`config.mk`:
```
export PLATFORM = sky130hd
export DESIGN_NAME = oms_sequencer
export DESIGN_NICKNAME = d
export VERILOG_FILES = /design/src/common/oms_pkg.sv /design/src/rtl/oms_debounce.sv /design/src/rtl/oms_sequencer.sv
export SDC_FILE = /design/constraint.sdc
export NUM_CORES = 1
export LEC_CHECK = 0
export ABC_AREA = 1
export BUFFER_PORTS_ARGS = -buffer_cell sky130_fd_sc_hd__buf_2
export CORE_MARGIN = 2
export CORE_UTILIZATION = 40
export DETAILED_ROUTE_END_ITERATION = 16
export GPL_TIMING_DRIVEN = 0
export PLACE_DENSITY_LB_ADDON = 0.2
export REMOVE_ABC_BUFFERS = 1
export SLEW_MARGIN = 5
export SYNTH_ARGS = -nofsm -noshare
export SYNTH_HDL_FRONTEND = slang
export SYNTH_SLANG_ARGS = --single-unit
```
`constraint.sdc`:
```
create_clock -name clk_i -period 18.74 [get_ports clk_i]
set_input_delay 1.874 -clock clk_i [delete_from_list [all_inputs] [get_ports clk_i]]
set_output_delay 1.874 -clock clk_i [all_outputs]
set_load 0.02 [all_outputs]
```
`src/common/oms_pkg.sv`:
```
package oms_pkg;
	localparam int unsigned OMS_CLK_HZ = 20_000_000;
	// extra turret drive after the in limit, in milliseconds
	localparam int unsigned OMS_OVERDRIVE_MS = 1000;
	localparam int unsigned OMS_OVERDRIVE_CYC =
		(OMS_CLK_HZ / 1000) * OMS_OVERDRIVE_MS;
	// debounce settle time, in microseconds
	localparam int unsigned OMS_DEBOUNCE_US = 5000;
	localparam int unsigned OMS_DEBOUNCE_CYC =
		(OMS_CLK_HZ / 1_000_000) * OMS_DEBOUNCE_US;
	localparam int unsigned OMS_NUM_IN = 9;

	typedef enum logic [1:0] {
		OMS_MAG_LOW = 2'h0,
		OMS_MAG_UNIT = 2'h1,
		OMS_MAG_HIGH = 2'h2
	} oms_mag_t;

	// one motor drive: enable and direction (1 = in / back)
	typedef struct packed {
		logic en;
		logic dir;
	} oms_drive_t;

	typedef struct packed {
		logic low_power_button;
		logic unit_power_button;
		logic high_power_button;
	} oms_buttons_t;

	typedef struct packed {
		logic low_lens_in_limit;
		logic low_lens_out_limit;
		logic high_lens_in_limit;
		logic high_lens_out_limit;
		logic tube_back_limit;
		logic tube_fwd_limit;
	} oms_limits_t;

	typedef struct packed {
		logic low_power;
		logic unit_power;
		logic high_power;
	} oms_lamps_t;
endpackage

```
`src/rtl/oms_debounce.sv`:
```
`timescale 1ns/100ps
module oms_debounce
	import oms_pkg::*;
#(
	parameter int unsigned WIDTH = OMS_NUM_IN,
	parameter int unsigned SETTLE_CYC = OMS_DEBOUNCE_CYC
) (
	// clock and reset
	input wire logic clk_i,
	input wire logic sys_rst_i,
	// raw and clean levels
	input wire logic [WIDTH-1:0] raw_i,
	output logic [WIDTH-1:0] clean_o
);
	localparam int unsigned CW = $clog2(SETTLE_CYC + 1);

	genvar g;
	generate
		for (g = 0; g < WIDTH; g++) begin : g_ch
			logic sync1;
			logic sync2;
			logic [CW-1:0] cnt;
			always_ff @(posedge clk_i or posedge sys_rst_i) begin
				if (sys_rst_i) begin
					sync1 <= 1'b0;
					sync2 <= 1'b0;
				end else begin
					sync1 <= raw_i[g];
					sync2 <= sync1;
				end
			end
			// level must hold steady before it is accepted
			always_ff @(posedge clk_i or posedge sys_rst_i) begin
				if (sys_rst_i) begin
					cnt <= '0;
					clean_o[g] <= 1'b0;
				end else if (sync2 == clean_o[g]) begin
					cnt <= '0;
				end else if (cnt == CW'(SETTLE_CYC - 1)) begin
					cnt <= '0;
					clean_o[g] <= sync2;
				end else begin
					cnt <= cnt + 1'b1;
				end
			end
		end
	endgenerate
endmodule

```
`src/rtl/oms_sequencer.sv`:
```
`timescale 1ns/100ps
// Operation
// each element has two positions, each sensed by a binary limit input.
// when idle exactly one lamp, matching the element positions, is lit; the code lights none while idle at an unknown position.
// pressing a dark button drives every element needing change.
// a press is held as a request until its motion has finished.
// all lamps stay dark while anything moves.
// presses while all lamps are dark are ignored; the code takes them while idle at an unknown position.
// low to high drives turret in, clutch on and slide out together.
// turret keeps driving one second after its in limit trips.
// each drive runs on until its own limit trips, independent of others.
// slide out limit drops clutch and slide motor together.
// no travel timeouts; any transit time and arrival order completes.
// new lamp lights only after all targets are reached and motion stops.
// unit to high moves tube back before turret entry begins.
// high to unit moves turret out before tube forward begins.
// targets: low=in/out/back, unit=out/out/fwd, high=out/in/back.
// inputs are synchronised and debounced; overdrive is a counter.
// each drive has enable and direction and never both directions.
module oms_sequencer
	import oms_pkg::*;
#(
	parameter int unsigned OVERDRIVE_CYC = OMS_OVERDRIVE_CYC,
	parameter int unsigned SETTLE_CYC = OMS_DEBOUNCE_CYC
) (
	// clock and reset
	input wire logic clk_i,
	input wire logic sys_rst_i,
	// operator buttons and limit switches
	input wire oms_buttons_t buttons_i,
	input wire oms_limits_t limits_i,
	// drives
	output oms_drive_t slide_o,
	output logic slide_clutch_drive_o,
	output oms_drive_t turret_o,
	output oms_drive_t tube_o,
	// indicators
	output oms_lamps_t lamps_o,
	output logic busy_o
);
	typedef enum logic [3:0] {
		ST_IDLE = 4'b0001,
		ST_STAGE1 = 4'b0010,
		ST_STAGE2 = 4'b0100,
		ST_SETTLE = 4'b1000
	} oms_state_t;

	localparam int unsigned OW = $clog2(OVERDRIVE_CYC + 1);

	oms_buttons_t btn;
	oms_limits_t lim;
	oms_state_t state;
	oms_state_t next_state;
	oms_mag_t high_power_request_latch;
	logic turret_in_command;
	logic turret_overdrive_delay;
	logic [OW-1:0] od_cnt;
	logic slide_out_hold;
	logic slide_in_hold;
	logic turret_out_hold;
	logic tube_back_hold;
	logic tube_fwd_hold;
	logic high_power_transition_active;
	logic any_press;
	oms_mag_t pressed;
	oms_mag_t cur_mag;
	logic cur_valid;
	logic all_stopped;
	logic at_target;
	logic stage1_done;

	oms_debounce #(
		.WIDTH(OMS_NUM_IN),
		.SETTLE_CYC(SETTLE_CYC)
	) u_deb (
		.clk_i(clk_i),
		.sys_rst_i(sys_rst_i),
		.raw_i({buttons_i, limits_i}),
		.clean_o({btn, lim})
	);

	// decode current magnification from limit states
	function automatic logic mag_match(input oms_limits_t l,
			input oms_mag_t m);
		case (m)
			OMS_MAG_LOW: mag_match = l.low_lens_in_limit &&
				l.high_lens_out_limit && l.tube_back_limit;
			OMS_MAG_UNIT: mag_match = l.low_lens_out_limit &&
				l.high_lens_out_limit && l.tube_fwd_limit;
			OMS_MAG_HIGH: mag_match = l.low_lens_out_limit &&
				l.high_lens_in_limit && l.tube_back_limit;
			default: mag_match = 1'b0;
		endcase
	endfunction

	always_comb begin
		cur_valid = 1'b1;
		if (mag_match(lim, OMS_MAG_LOW)) begin
			cur_mag = OMS_MAG_LOW;
		end else if (mag_match(lim, OMS_MAG_UNIT)) begin
			cur_mag = OMS_MAG_UNIT;
		end else if (mag_match(lim, OMS_MAG_HIGH)) begin
			cur_mag = OMS_MAG_HIGH;
		end else begin
			cur_mag = OMS_MAG_LOW;
			cur_valid = 1'b0;
		end
		// priority high, unit, low on simultaneous presses
		any_press = 1'b1;
		if (btn.high_power_button) begin
			pressed = OMS_MAG_HIGH;
		end else if (btn.unit_power_button) begin
			pressed = OMS_MAG_UNIT;
		end else if (btn.low_power_button) begin
			pressed = OMS_MAG_LOW;
		end else begin
			pressed = OMS_MAG_LOW;
			any_press = 1'b0;
		end
		// a lit button's own press is not a request
		if (cur_valid && pressed == cur_mag) begin
			any_press = 1'b0;
		end
	end

	assign all_stopped = !(slide_out_hold || slide_in_hold ||
		turret_in_command || turret_overdrive_delay || turret_out_hold ||
		tube_back_hold || tube_fwd_hold);
	assign at_target = mag_match(lim, high_power_request_latch);
	// judged on limits: the stage-one holds reload from the limits on every ST_STAGE1 cycle
	assign stage1_done =
		(lim.tube_back_limit || high_power_request_latch == OMS_MAG_UNIT) &&
		(lim.high_lens_out_limit ||
		high_power_request_latch == OMS_MAG_HIGH);
	assign high_power_transition_active = (state != ST_IDLE);

	// sequencing; no travel timeout anywhere
	always_comb begin
		next_state = state;
		case (state)
			ST_IDLE: begin
				if (any_press) begin
					next_state = ST_STAGE1;
				end
			end
			ST_STAGE1: begin
				// tube back and turret out must land before the second stage; slide is not waited for
				if (stage1_done) begin
					next_state = ST_STAGE2;
				end
			end
			ST_STAGE2: begin
				if (all_stopped) begin
					next_state = ST_SETTLE;
				end
			end
			ST_SETTLE: begin
				next_state = at_target ? ST_IDLE : ST_STAGE1;
			end
			default: next_state = ST_IDLE;
		endcase
	end

	always_ff @(posedge clk_i or posedge sys_rst_i) begin
		if (sys_rst_i) begin
			state <= ST_IDLE;
		end else begin
			state <= next_state;
		end
	end

	// held request, only taken while idle
	always_ff @(posedge clk_i or posedge sys_rst_i) begin
		if (sys_rst_i) begin
			high_power_request_latch <= OMS_MAG_LOW;
		end else if (state == ST_IDLE && any_press) begin
			high_power_request_latch <= pressed;
		end
	end

	// per-element holds; each clears on its own limit or on return to ST_IDLE
	always_ff @(posedge clk_i or posedge sys_rst_i) begin
		if (sys_rst_i) begin
			slide_out_hold <= 1'b0;
			slide_in_hold <= 1'b0;
			tube_back_hold <= 1'b0;
			turret_out_hold <= 1'b0;
		end else if (state == ST_IDLE) begin
			slide_out_hold <= 1'b0;
			slide_in_hold <= 1'b0;
			tube_back_hold <= 1'b0;
			turret_out_hold <= 1'b0;
		end else if (state == ST_STAGE1) begin
			// slide moves in the first stage alongside turret
			slide_out_hold <= high_power_request_latch != OMS_MAG_LOW &&
				!lim.low_lens_out_limit;
			slide_in_hold <= high_power_request_latch == OMS_MAG_LOW &&
				!lim.low_lens_in_limit;
			tube_back_hold <= high_power_request_latch != OMS_MAG_UNIT &&
				!lim.tube_back_limit;
			turret_out_hold <= high_power_request_latch != OMS_MAG_HIGH &&
				!lim.high_lens_out_limit;
		end else begin
			if (lim.low_lens_out_limit) slide_out_hold <= 1'b0;
			if (lim.low_lens_in_limit) slide_in_hold <= 1'b0;
		end
	end

	// second stage: turret in, or tube forward
	always_ff @(posedge clk_i or posedge sys_rst_i) begin
		if (sys_rst_i) begin
			turret_in_command <= 1'b0;
			tube_fwd_hold <= 1'b0;
		end else if (state == ST_STAGE1 && next_state == ST_STAGE2) begin
			turret_in_command <= high_power_request_latch == OMS_MAG_HIGH &&
				!lim.high_lens_in_limit;
			tube_fwd_hold <= high_power_request_latch == OMS_MAG_UNIT &&
				!lim.tube_fwd_limit;
		end else begin
			if (lim.high_lens_in_limit) turret_in_command <= 1'b0;
			if (lim.tube_fwd_limit) tube_fwd_hold <= 1'b0;
		end
	end

	// overdrive: keep turret running after in limit trips
	always_ff @(posedge clk_i or posedge sys_rst_i) begin
		if (sys_rst_i) begin
			turret_overdrive_delay <= 1'b0;
			od_cnt <= '0;
		end else if (turret_in_command) begin
			turret_overdrive_delay <= 1'b1;
			od_cnt <= OW'(OVERDRIVE_CYC);
		end else if (turret_overdrive_delay) begin
			if (od_cnt <= OW'(1)) begin
				turret_overdrive_delay <= 1'b0;
				od_cnt <= '0;
			end else begin
				od_cnt <= od_cnt - 1'b1;
			end
		end
	end

	// stage-one holds also stop on their own limits
	logic tube_back_done;
	logic turret_out_done;
	assign tube_back_done = lim.tube_back_limit;
	assign turret_out_done = lim.high_lens_out_limit;

	// outputs registered; one direction per drive
	always_ff @(posedge clk_i or posedge sys_rst_i) begin
		if (sys_rst_i) begin
			slide_o <= '0;
			slide_clutch_drive_o <= 1'b0;
			turret_o <= '0;
			tube_o <= '0;
		end else begin
			slide_o.en <= slide_out_hold || slide_in_hold;
			slide_o.dir <= slide_in_hold;
			slide_clutch_drive_o <= slide_out_hold || slide_in_hold;
			turret_o.en <= turret_overdrive_delay ||
				(turret_out_hold && !turret_out_done);
			turret_o.dir <= turret_overdrive_delay;
			tube_o.en <= (tube_back_hold && !tube_back_done) || tube_fwd_hold;
			tube_o.dir <= !tube_fwd_hold;
		end
	end

	// lamps: dark while busy, one lit when idle at a known position
	always_ff @(posedge clk_i or posedge sys_rst_i) begin
		if (sys_rst_i) begin
			lamps_o <= '0;
			busy_o <= 1'b0;
		end else begin
			busy_o <= high_power_transition_active;
			if (high_power_transition_active || any_press) begin
				lamps_o <= '0;
			end else begin
				lamps_o.low_power <= cur_valid && cur_mag == OMS_MAG_LOW;
				lamps_o.unit_power <= cur_valid && cur_mag == OMS_MAG_UNIT;
				lamps_o.high_power <= cur_valid && cur_mag == OMS_MAG_HIGH;
			end
		end
	end
endmodule

```
Yosys cells after proc, flatten, opt, wreduce, memory -nomap -nowiden --
Cells that the tools add are included.
Word-level totals: logic and storage cells 224, register bits after elaboration 228
Operators by class: multiplexer cells 60, add/subtract/negate cells 10, equal/unequal tests 31, bitwise operators 9, order comparisons 1, reduce and logical (&&, ||, !) cells 57
Operator list (count):
- 2-to-1 mux 17 bit | 18
- adder 17 x 1 -> 17 bit (second input constant) | 9
- == test 17 bit (second input constant) | 9
- 2-to-1 mux 25 bit | 3
- 2-to-1 mux 1 bit | 28
- <= comparator 25 x 1 -> 1 bit (second input constant) | 1
- subtractor 25 x 1 -> 25 bit (second input constant) | 1
- logical AND 1 bit | 21
- AND reduction 2 bit | 9
- one-hot mux 4 bit (4 select lines) | 1
- 2-to-1 mux 4 bit | 3
- logical OR 1 bit | 11
- 2-to-1 mux 2 bit | 5
- nonzero test 2 bit | 5
- == test 1 bit | 9
- NOT 1 bit | 9
- == test 4 x 3 -> 1 bit (second input constant) | 2
- zero test 1 bit | 7
- nonzero test 3 bit | 2
- == test 2 x 1 -> 1 bit (second input constant) | 2
- == test 2 bit (second input constant) | 2
- == test 4 x 1 -> 1 bit (second input constant) | 1
- == test 4 x 2 -> 1 bit (second input constant) | 1
- == test 4 bit (second input constant) | 1
- other kinds (7) | 8

Longest topological paths before layout --
Gate-level depths: netlist of run 1.
depth in word-level cells 16, gate-level depth with buffers 11

Cells and area by module --
Synthesis of run 1 repeated with hierarchy kept, for this count alone.
Unflattened totals: cells, all modules 1691, area, all modules 12627.1 µm²
By module, submodules not included:
- oms_debounce | area each 9744.3 µm², seq. area each 4504.3 µm², times used 1, cells each 1319
- oms_sequencer | area each 2882.8 µm², seq. area each 1202.4 µm², times used 1, cells each 372

Least setup slack after synthesis of run 1 --
Ideal clock, no wire load.
kind register -> output, start point reg slide_clutch_drive_o (netlist name), end point out slide_o[1] (netlist name), stages on the path, launching flop included 2, slack 16.253 ns, arrival time 0.613 ns, required time 16.866 ns, path buffers 1, cell sequence dfrtp_1 buf_4
RTL lines:
- end, declared | line oms_sequencer.sv:33 | output oms_drive_t slide_o,

Worst setup path after layout of run 1 --
start point reg lamps_o[0] (netlist name), end point out lamps_o[0] (netlist name)
RTL lines:
- start, declared | line oms_sequencer.sv:38 | output oms_lamps_t lamps_o,
No word-level cell between the ends.

==> results of run 1 <==
==> cells in the mapped netlist (11+ instances only) <==
cell type | n | share of area [%]
ha_1 | 11 | 1.1
nor3_1 | 83 | 3.4
dfrtp_1 | 227 | 47
a21oi_1 | 51 | 2.1
nand3_1 | 115 | 4.8
nor4_1 | 17 | 0.88
nor3_2 | 13 | 1.1
nand2_1 | 245 | 7.6
xor2_1 | 68 | 4.9
nor2_1 | 280 | 8.7
inv_1 | 216 | 6.7
nand2_2 | 15 | 0.78
nand4_1 | 57 | 3.0
o21ai_0 | 36 | 1.5
==> worst min-delay path by stage <==
stage / startpoint / endpoint / slack [ps] / cells past startpoint
6_report: u_deb.g_ch[4].sync1 / u_deb.g_ch[4].sync2 / 350 / 0
4_1_cts: u_deb.g_ch[5].sync1 / u_deb.g_ch[5].sync2 / 350 / 0
5_1_grt: u_deb.g_ch[5].sync1 / u_deb.g_ch[5].sync2 / 350 / 0
3_5_place_dp: u_deb.g_ch[4].sync1 / u_deb.g_ch[4].sync2 / 330 / 0
3_3_place_gp: u_deb.g_ch[5].sync1 / u_deb.g_ch[5].sync2 / 330 / 0
2_1_floorplan: u_deb.g_ch[0].sync1 / u_deb.g_ch[0].sync2 / 330 / 0
==> layout by cell type (no fill, tap or decap), drive strengths merged, types with 5 or more instances in the layout <==
cell / Yosys / routed
xnor2: 5 / 5
buf: 8 / 23
and3: 5 / 5
dfrtp: 227 / 227
o21ai: 39 / 39
inv: 223 / 224
nand3: 117 / 117
clkbuf: 3 / 37
a21oi: 52 / 52
o22ai: 10 / 10
clkinv: 4 / 10
xor2: 68 / 68
o21a: 6 / 6
nand2: 260 / 260
ha: 11 / 11
nor4: 17 / 17
nor3: 97 / 97
nand4: 57 / 57
nor3b: 19 / 19
nor2: 296 / 296
==> power groups by stage <==
stage               combinational [mW]  sequential [mW]  clock (mW)
global placement                0.0269            0.512           0
CTS                             0.0292            0.503       0.574
global route                    0.0332            0.504       0.595
finish                          0.0276            0.503       0.556
floorplan                       0.0195            0.511           0
detailed placement              0.0290            0.512           0
==> routing by layer <==
metal  vias up  share of wire (%)  track usage, %
met2       165                 44            26.7
met1      4469                 50            23.6
met4         0                2.1            4.30
met5         -                  0               0
li1       5045                  -               -
met3        41                3.5            2.34
==> logic make-up after synthesis <==
kind of cell	count (synthesis)	synth area share, %
and+or+nand+nor	869	33.6
buffers and inverters	238	7.59
DFF	228	47.3
AOI/OAI and AO/OA	112	5.05
xor gates and xnor gates	73	5.30
adders and majority gates	11	1.14
==> cell type report <==
class / instances / area, sq um / share of cell area, %
Tap cell: 390 / 488 / 3.58
Clock inverter: 13 / 174 / 1.28
Inverter: 227 / 860 / 6.31
Multi-Input combinational cell: 1065 / 5440 / 39.9
Timing Repair Buffer: 23 / 160 / 1.18
Clock buffer: 37 / 793 / 5.82
Sequential cell: 228 / 5710 / 41.9
==> flip-flops by register name (all words and copies together) (netlist names), 3 cells and up <==
name	cells
od_cnt	25
lamps_o	3
state	4
u_deb.g_ch.sync2	9
u_deb.g_ch.sync1	9
u_deb.clean_o	9
u_deb.g_ch.cnt	153
==> results by group, run 1 <==
Status
  – Status: finished clean

Global routing
  – Vias in the first global route: 9,352
  – First-pass GRT wire length: 43.9 mm
  – GRT Residual Overflow: 0
  – Pin count of the biggest net entering global routing: 102
  – Initial antenna violation count: 0
  – Gr usage total: roughly 17%

Floorplan
  – Die area: 31,600 sq um
  – Count of boundary I/O pins: 22
  – Core footprint: roughly 30,000 sq um
  – Die width: around 180 microns
  – Initial Utilization: 40.7%
  – Row count: 63
  – Die Span Y: 178 microns

Timing
  – Worst-Margin Slew: 645 ps
  – Final hold vios: 0
  – Normalized max-slew margin: 57.0%
  – Peak Freq: 332 MHz
  – Final hold slack: 346 ps
  – Post-route setup TNS: 0 ps
  – Worst setup margin: around 16,000 ps
  – Final-report max-slew violation count: 0
  – Post-layout min period: 3010 ps
  – Layout Skew: roughly 15 ps
  – Final setup violating endpoints: 0
  – Crit share post-route: 16.1%
  – RSZ-0062 raised after global routing: false

Clock network
  – CTS clk-pin slew, worst paths: roughly 60 ps
  – CTS Hold Bufs: 0
  – CTS Buf Count: 27
  – Worst-skew pair later-pin latency: 540 ps
  – # Post-CTS Setup Buffers: 0
  – Post-CTS Resized: 0
  – Root Driver: clkbuf_16
  – H-Tree Depth: 1
  – CTS tree: done
  – CTS sink cnt: roughly 230
  – CTS Buffer Depth: 3

Pwr
  – Seq pwr share: between 40% and 50%
  – Internal power: 856 uW
  – Net Sw Frac: 21.3%
  – Clock Power Share: 51.2%
  – P_leak: 6.19 nW
  – NetSw: 231 uW
  – Power Density: about 80 nW/um^2
  – Total power: between 1 and 1.5 mW
  – Max VDD drop: 0.0000649 V
  – Comb power frac: 2.5%

Route
  – Post-route DRC: 0
  – ANT nets after route: 0
  – Final wirelength: ~25 mm
  – Drt wl/cell: 12.8 microns
  – Via count: 9,720
  – 1st-iter DRT viols: 546
  – Initial DRT Pass Iterations: 6
  – Vias per cell: about 4.9

Logic synthesis
  – Unique masters post-synth: 39
  – Post-synth top flop: dfrtp_1
  – Cell count after synthesis: roughly 1.5k
  – Post-synthesis sequential area ratio: 47.3%
  – Synth Register Bits: approximately 230
  – Yosys warns: 0
  – Mapped cell area: 12,100 sq um
  – Syn Area/Cell: 7.88 sq um
  – FFs w/ async S/R, synth: 100%
  – Number of synthesized flops with an enable pin: 0

Setup path
  – Worst Setup SP: lamps_o[0]
  – Cells on worst reg2reg path: 3
  – Crit-path cells: buf_2
  – Kind of critical path: reg2out
  – CP startpoint kind: flip-flop
  – Maximum net fanout on the critical path: 1
  – FF-to-FF End: od_cnt[5]
  – CP arrival: 1130 ps
  – Worst path top cell family by delay: flip-flops
  – CP max stage delay: 420 ps
  – Worst EP required: approximately 17,000 ps
  – Worst path bufs/invs: 1
  – Crit path capture: lamps_o[0]
  – Reg-to-Reg Start: turret_in_command
  – WP depth: 1
  – R2r setup slk: 16,890 ps
  – CP max-delay cell: dfrtp_1
  – Critical path capture point type: primary output

Placed design
  – IO buf count: 21
  – Cell Count Post-Placement: slightly below 2k
  – Hpwl dp: approximately 18 mm
  – Post-DP Area: 12,700 sq um
  – Dpl ws: 15,560 ps
  – GP Congestion: 0.864

Worst hold path
  – Worst hold path type: reg2reg

Layout
  – Final Non-Filler Cells: 1,983
  – Filler cell count: 2,913
  – Area growth, synth to finish: 12.9%
  – Finished Cell Area: between 10,000 and 15,000 sq um
  – N_diodes: 0
  – Share of cells above drive strength 1: 8.79%
  – Post-layout util: a little under half
  – Post-layout nets: 1,594

Flow run
  – Max Cap Viol: 0
Power figures use the tool's default switching activity.
==> inputs of run 2 (changes only) <==
==> constraint.sdc (replaced) <==
create_clock -name clk_i -period 2.65 [get_ports clk_i]
set_input_delay 0.265 -clock clk_i [delete_from_list [all_inputs] [get_ports clk_i]]
set_output_delay 0.265 -clock clk_i [all_outputs]
set_load 0.02 [all_outputs]
==> run 2 against run 1 <==
Against the previous run:
- cell area rose by 0.73%
- critical path depth rose by 2
- count of clock-buffer cells in the layout did not move
==> results by group, run 2 (synthesized netlist as in run 1, its figures left out) <==
Global routing
  – Gr usage total: 16.7% (+0.041 points)
  – First-pass GRT wire length: 44.0 mm (+0.22%)
  – Pin count of the biggest net entering global routing: 102 (unchanged)
  – Initial antenna violation count: 0 (unchanged)
  – Vias in the first global route: 9,372 (+0.21%)
  – GRT Residual Overflow: 0 (unchanged)

Pwr
  – Power Density: 561 nW/um^2 (+600%)
  – NetSw: 1.64 mW (+610%)
  – P_leak: 6.23 nW (+0.68%)
  – Max VDD drop: 0.000460 V (+610%)
  – Comb power frac: 2.7% (+0.2 points)
  – Internal power: 6.06 mW (+610%)
  – Seq pwr share: 46.2% (about the same)
  – Net Sw Frac: 21.3% (about the same)
  – Clock Power Share: 51.1% (about the same)

Layout
  – Leading cell type in the layout, fill and taps excluded: nor2_1
  – N_diodes: 0 (unchanged)
  – Max reg flops: 153 (unchanged)
  – Most frequent cells in the layout: nor2_1 (280), nand2_1 (245), dfrtp_1 (227), inv_1 (215), nand3_1 (115)
  – Finished Cell Area: 13,700 sq um (+0.73%)
  – Largest reg by FF count: u_deb.g_ch.cnt
  – Area growth, synth to finish: 13.8%
  – Regs by FF count: u_deb.g_ch.cnt x153, od_cnt x25
  – Filler cell count: 2,903 (-0.34%)
  – Share of cells above drive strength 1: 8.73% (-0.055 points)
  – Post-layout nets: 1,604 (+0.63%)

Floorplan
  – Row count: 63 (unchanged)
  – Count of boundary I/O pins: 22 (unchanged)
  – Die area: 31,600 sq um (unchanged)
  – Die Span Y: 178 microns (unchanged)
  – Core footprint: 29,600 sq um (unchanged)
  – Initial Utilization: 40.7% (unchanged)
  – Die width: 178 microns (unchanged)

Setup path
  – CP arrival: 2290 ps (+1160 ps)
  – Critical path capture point type: flip-flop
  – CP max stage delay: 610 ps (+190 ps)
  – Crit-path cells: nor2_2 -> clkinv_1 -> o22ai_1
  – Worst Setup SP: turret_in_command
  – CP startpoint kind: flip-flop
  – Reg-to-Reg Start: turret_in_command
  – Worst EP required: 3090 ps (-13,780 ps)
  – Kind of critical path: reg2reg
  – Maximum net fanout on the critical path: 16 (+15)
  – CP max-delay cell: dfrtp_1

Timing
  – Crit share post-route: 69.9%
  – Worst-Margin Slew: 641 ps (-3.43 ps)
  – Final hold vios: 0 (unchanged)
  – RSZ-0062 raised after global routing: false
  – Worst setup margin: 798 ps (-14,930 ps)
  – Post-layout min period: 1850 ps
  – Layout Skew: 15.0 ps (+0.0868 ps)
  – Final setup violating endpoints: 0 (unchanged)
  – Post-route setup TNS: 0 ps (unchanged)
  – Final-report max-slew violation count: 0 (unchanged)
  – Normalized max-slew margin: 57.2% (+0.23 points)
  – Peak Freq: about 540 MHz

Clock network
  – # Post-CTS Setup Buffers: 0 (unchanged)
  – Post-CTS Resized: 0 (unchanged)
  – CTS Buffer Depth: 3 (unchanged)
  – CTS tree: done
  – Worst-skew pair later-pin latency: 540 ps (about the same)
  – CTS Buf Count: 27 (unchanged)
  – CTS sink cnt: 228 (unchanged)
  – H-Tree Depth: 1 (unchanged)
  – Root Driver: clkbuf_16
  – CTS Hold Bufs: 10 (+10)
  – CTS clk-pin slew, worst paths: 60 ps (about the same)

Placed design
  – GP Congestion: 0.864 (unchanged)
  – Dpl ws: 801 ps (-14,760 ps)
  – IO buf count: 21 (unchanged)
  – Post-DP Area: 12,700 sq um (unchanged)
  – Hpwl dp: 18.3 mm (unchanged)

Route
  – Drt wl/cell: 12.8 microns (-0.20%)
  – Vias per cell: 4.89 (-0.17%)
  – Initial DRT Pass Iterations: 6 (unchanged)
  – ANT nets after route: 0 (unchanged)
  – Final wirelength: 25.5 mm (+0.31%)
  – 1st-iter DRT viols: 561 (+2.7%)
  – Post-route DRC: 0 (unchanged)
  – Via count: 9,752 (+0.33%)

Flow run
  – Max Cap Viol: 0 (unchanged)

Worst hold path
  – Worst hold path type: in2async

Status
  – Status: finished clean
run 2: cell count changes in the layout (fill, tap and decap cells not counted), sizes merged:
cell         before  now
dlygate4sd3       0   10
run 2: final timing paths:
kind	cells past startpoint	slack [ps]	to
max	3	800	od_cnt[5]
min	3	240	u_deb.g_ch[8].cnt[11]
max reg2reg	3	800	od_cnt[5]
min reg2reg	0	350	u_deb.g_ch[4].sync2
max in group asynchronous	5	1180	u_deb.g_ch[5].cnt[14]
min in group clk_i	0	350	u_deb.g_ch[4].sync2
run 2: cell type report:
cell class,count,area (sq um),area share [%]
clock buffers,37,793,5.78
clock inverters,13,174,1.27
inverters,227,860,6.26
multi-input cells,1065,5440,39.6
flip-flops and latches,228,5710,41.6
well taps,390,488,3.56
repair buffers,33,260,1.90
run 2: metal layers:
metal | global-route usage, % | wire [microns] | vias up
met4 | 4.30 | 541 | 0
met2 | 26.8 | 11400 | 172
li1 | - | - | 5062
met1 | 23.6 | 12600 | 4477
met5 | 0 | 0 | -
met3 | 2.34 | 972 | 41
run 2: worst max-delay path, delay by kind of cell, from the launching register on:
kind	cells	cell delay [ps]
AOI/OAI and AO/OA	1	270
buffers and inverters	1	400
DFF	1	610
and+or+nand+nor	1	460
run 2: power by group through the flow:
stage	clock network (mW)	logic (mW)	registers, mW
after global placement	0	0.190	3.62
after floorplan	0	0.138	3.61
final	3.94	0.206	3.56
after detailed placement	0	0.205	3.62
after CTS	4.06	0.218	3.56
after global routing	4.21	0.246	3.56
run 2: metrics by stage:
stage / total power [mW] / instances / util (%) / hold WS [ps]
6_report: 7.70 / 1993 / 46.3 / 235
5_1_grt: 8.02 / 1993 / 46.3 / 265
4_1_cts: 7.84 / 1993 / 46.3 / 231
3_5_place_dp: 3.83 / 1933 / 42.7 / 259
3_3_place_gp: 3.81 / 1931 / 42.5 / 334
2_1_floorplan: 3.75 / 1520 / - / 296
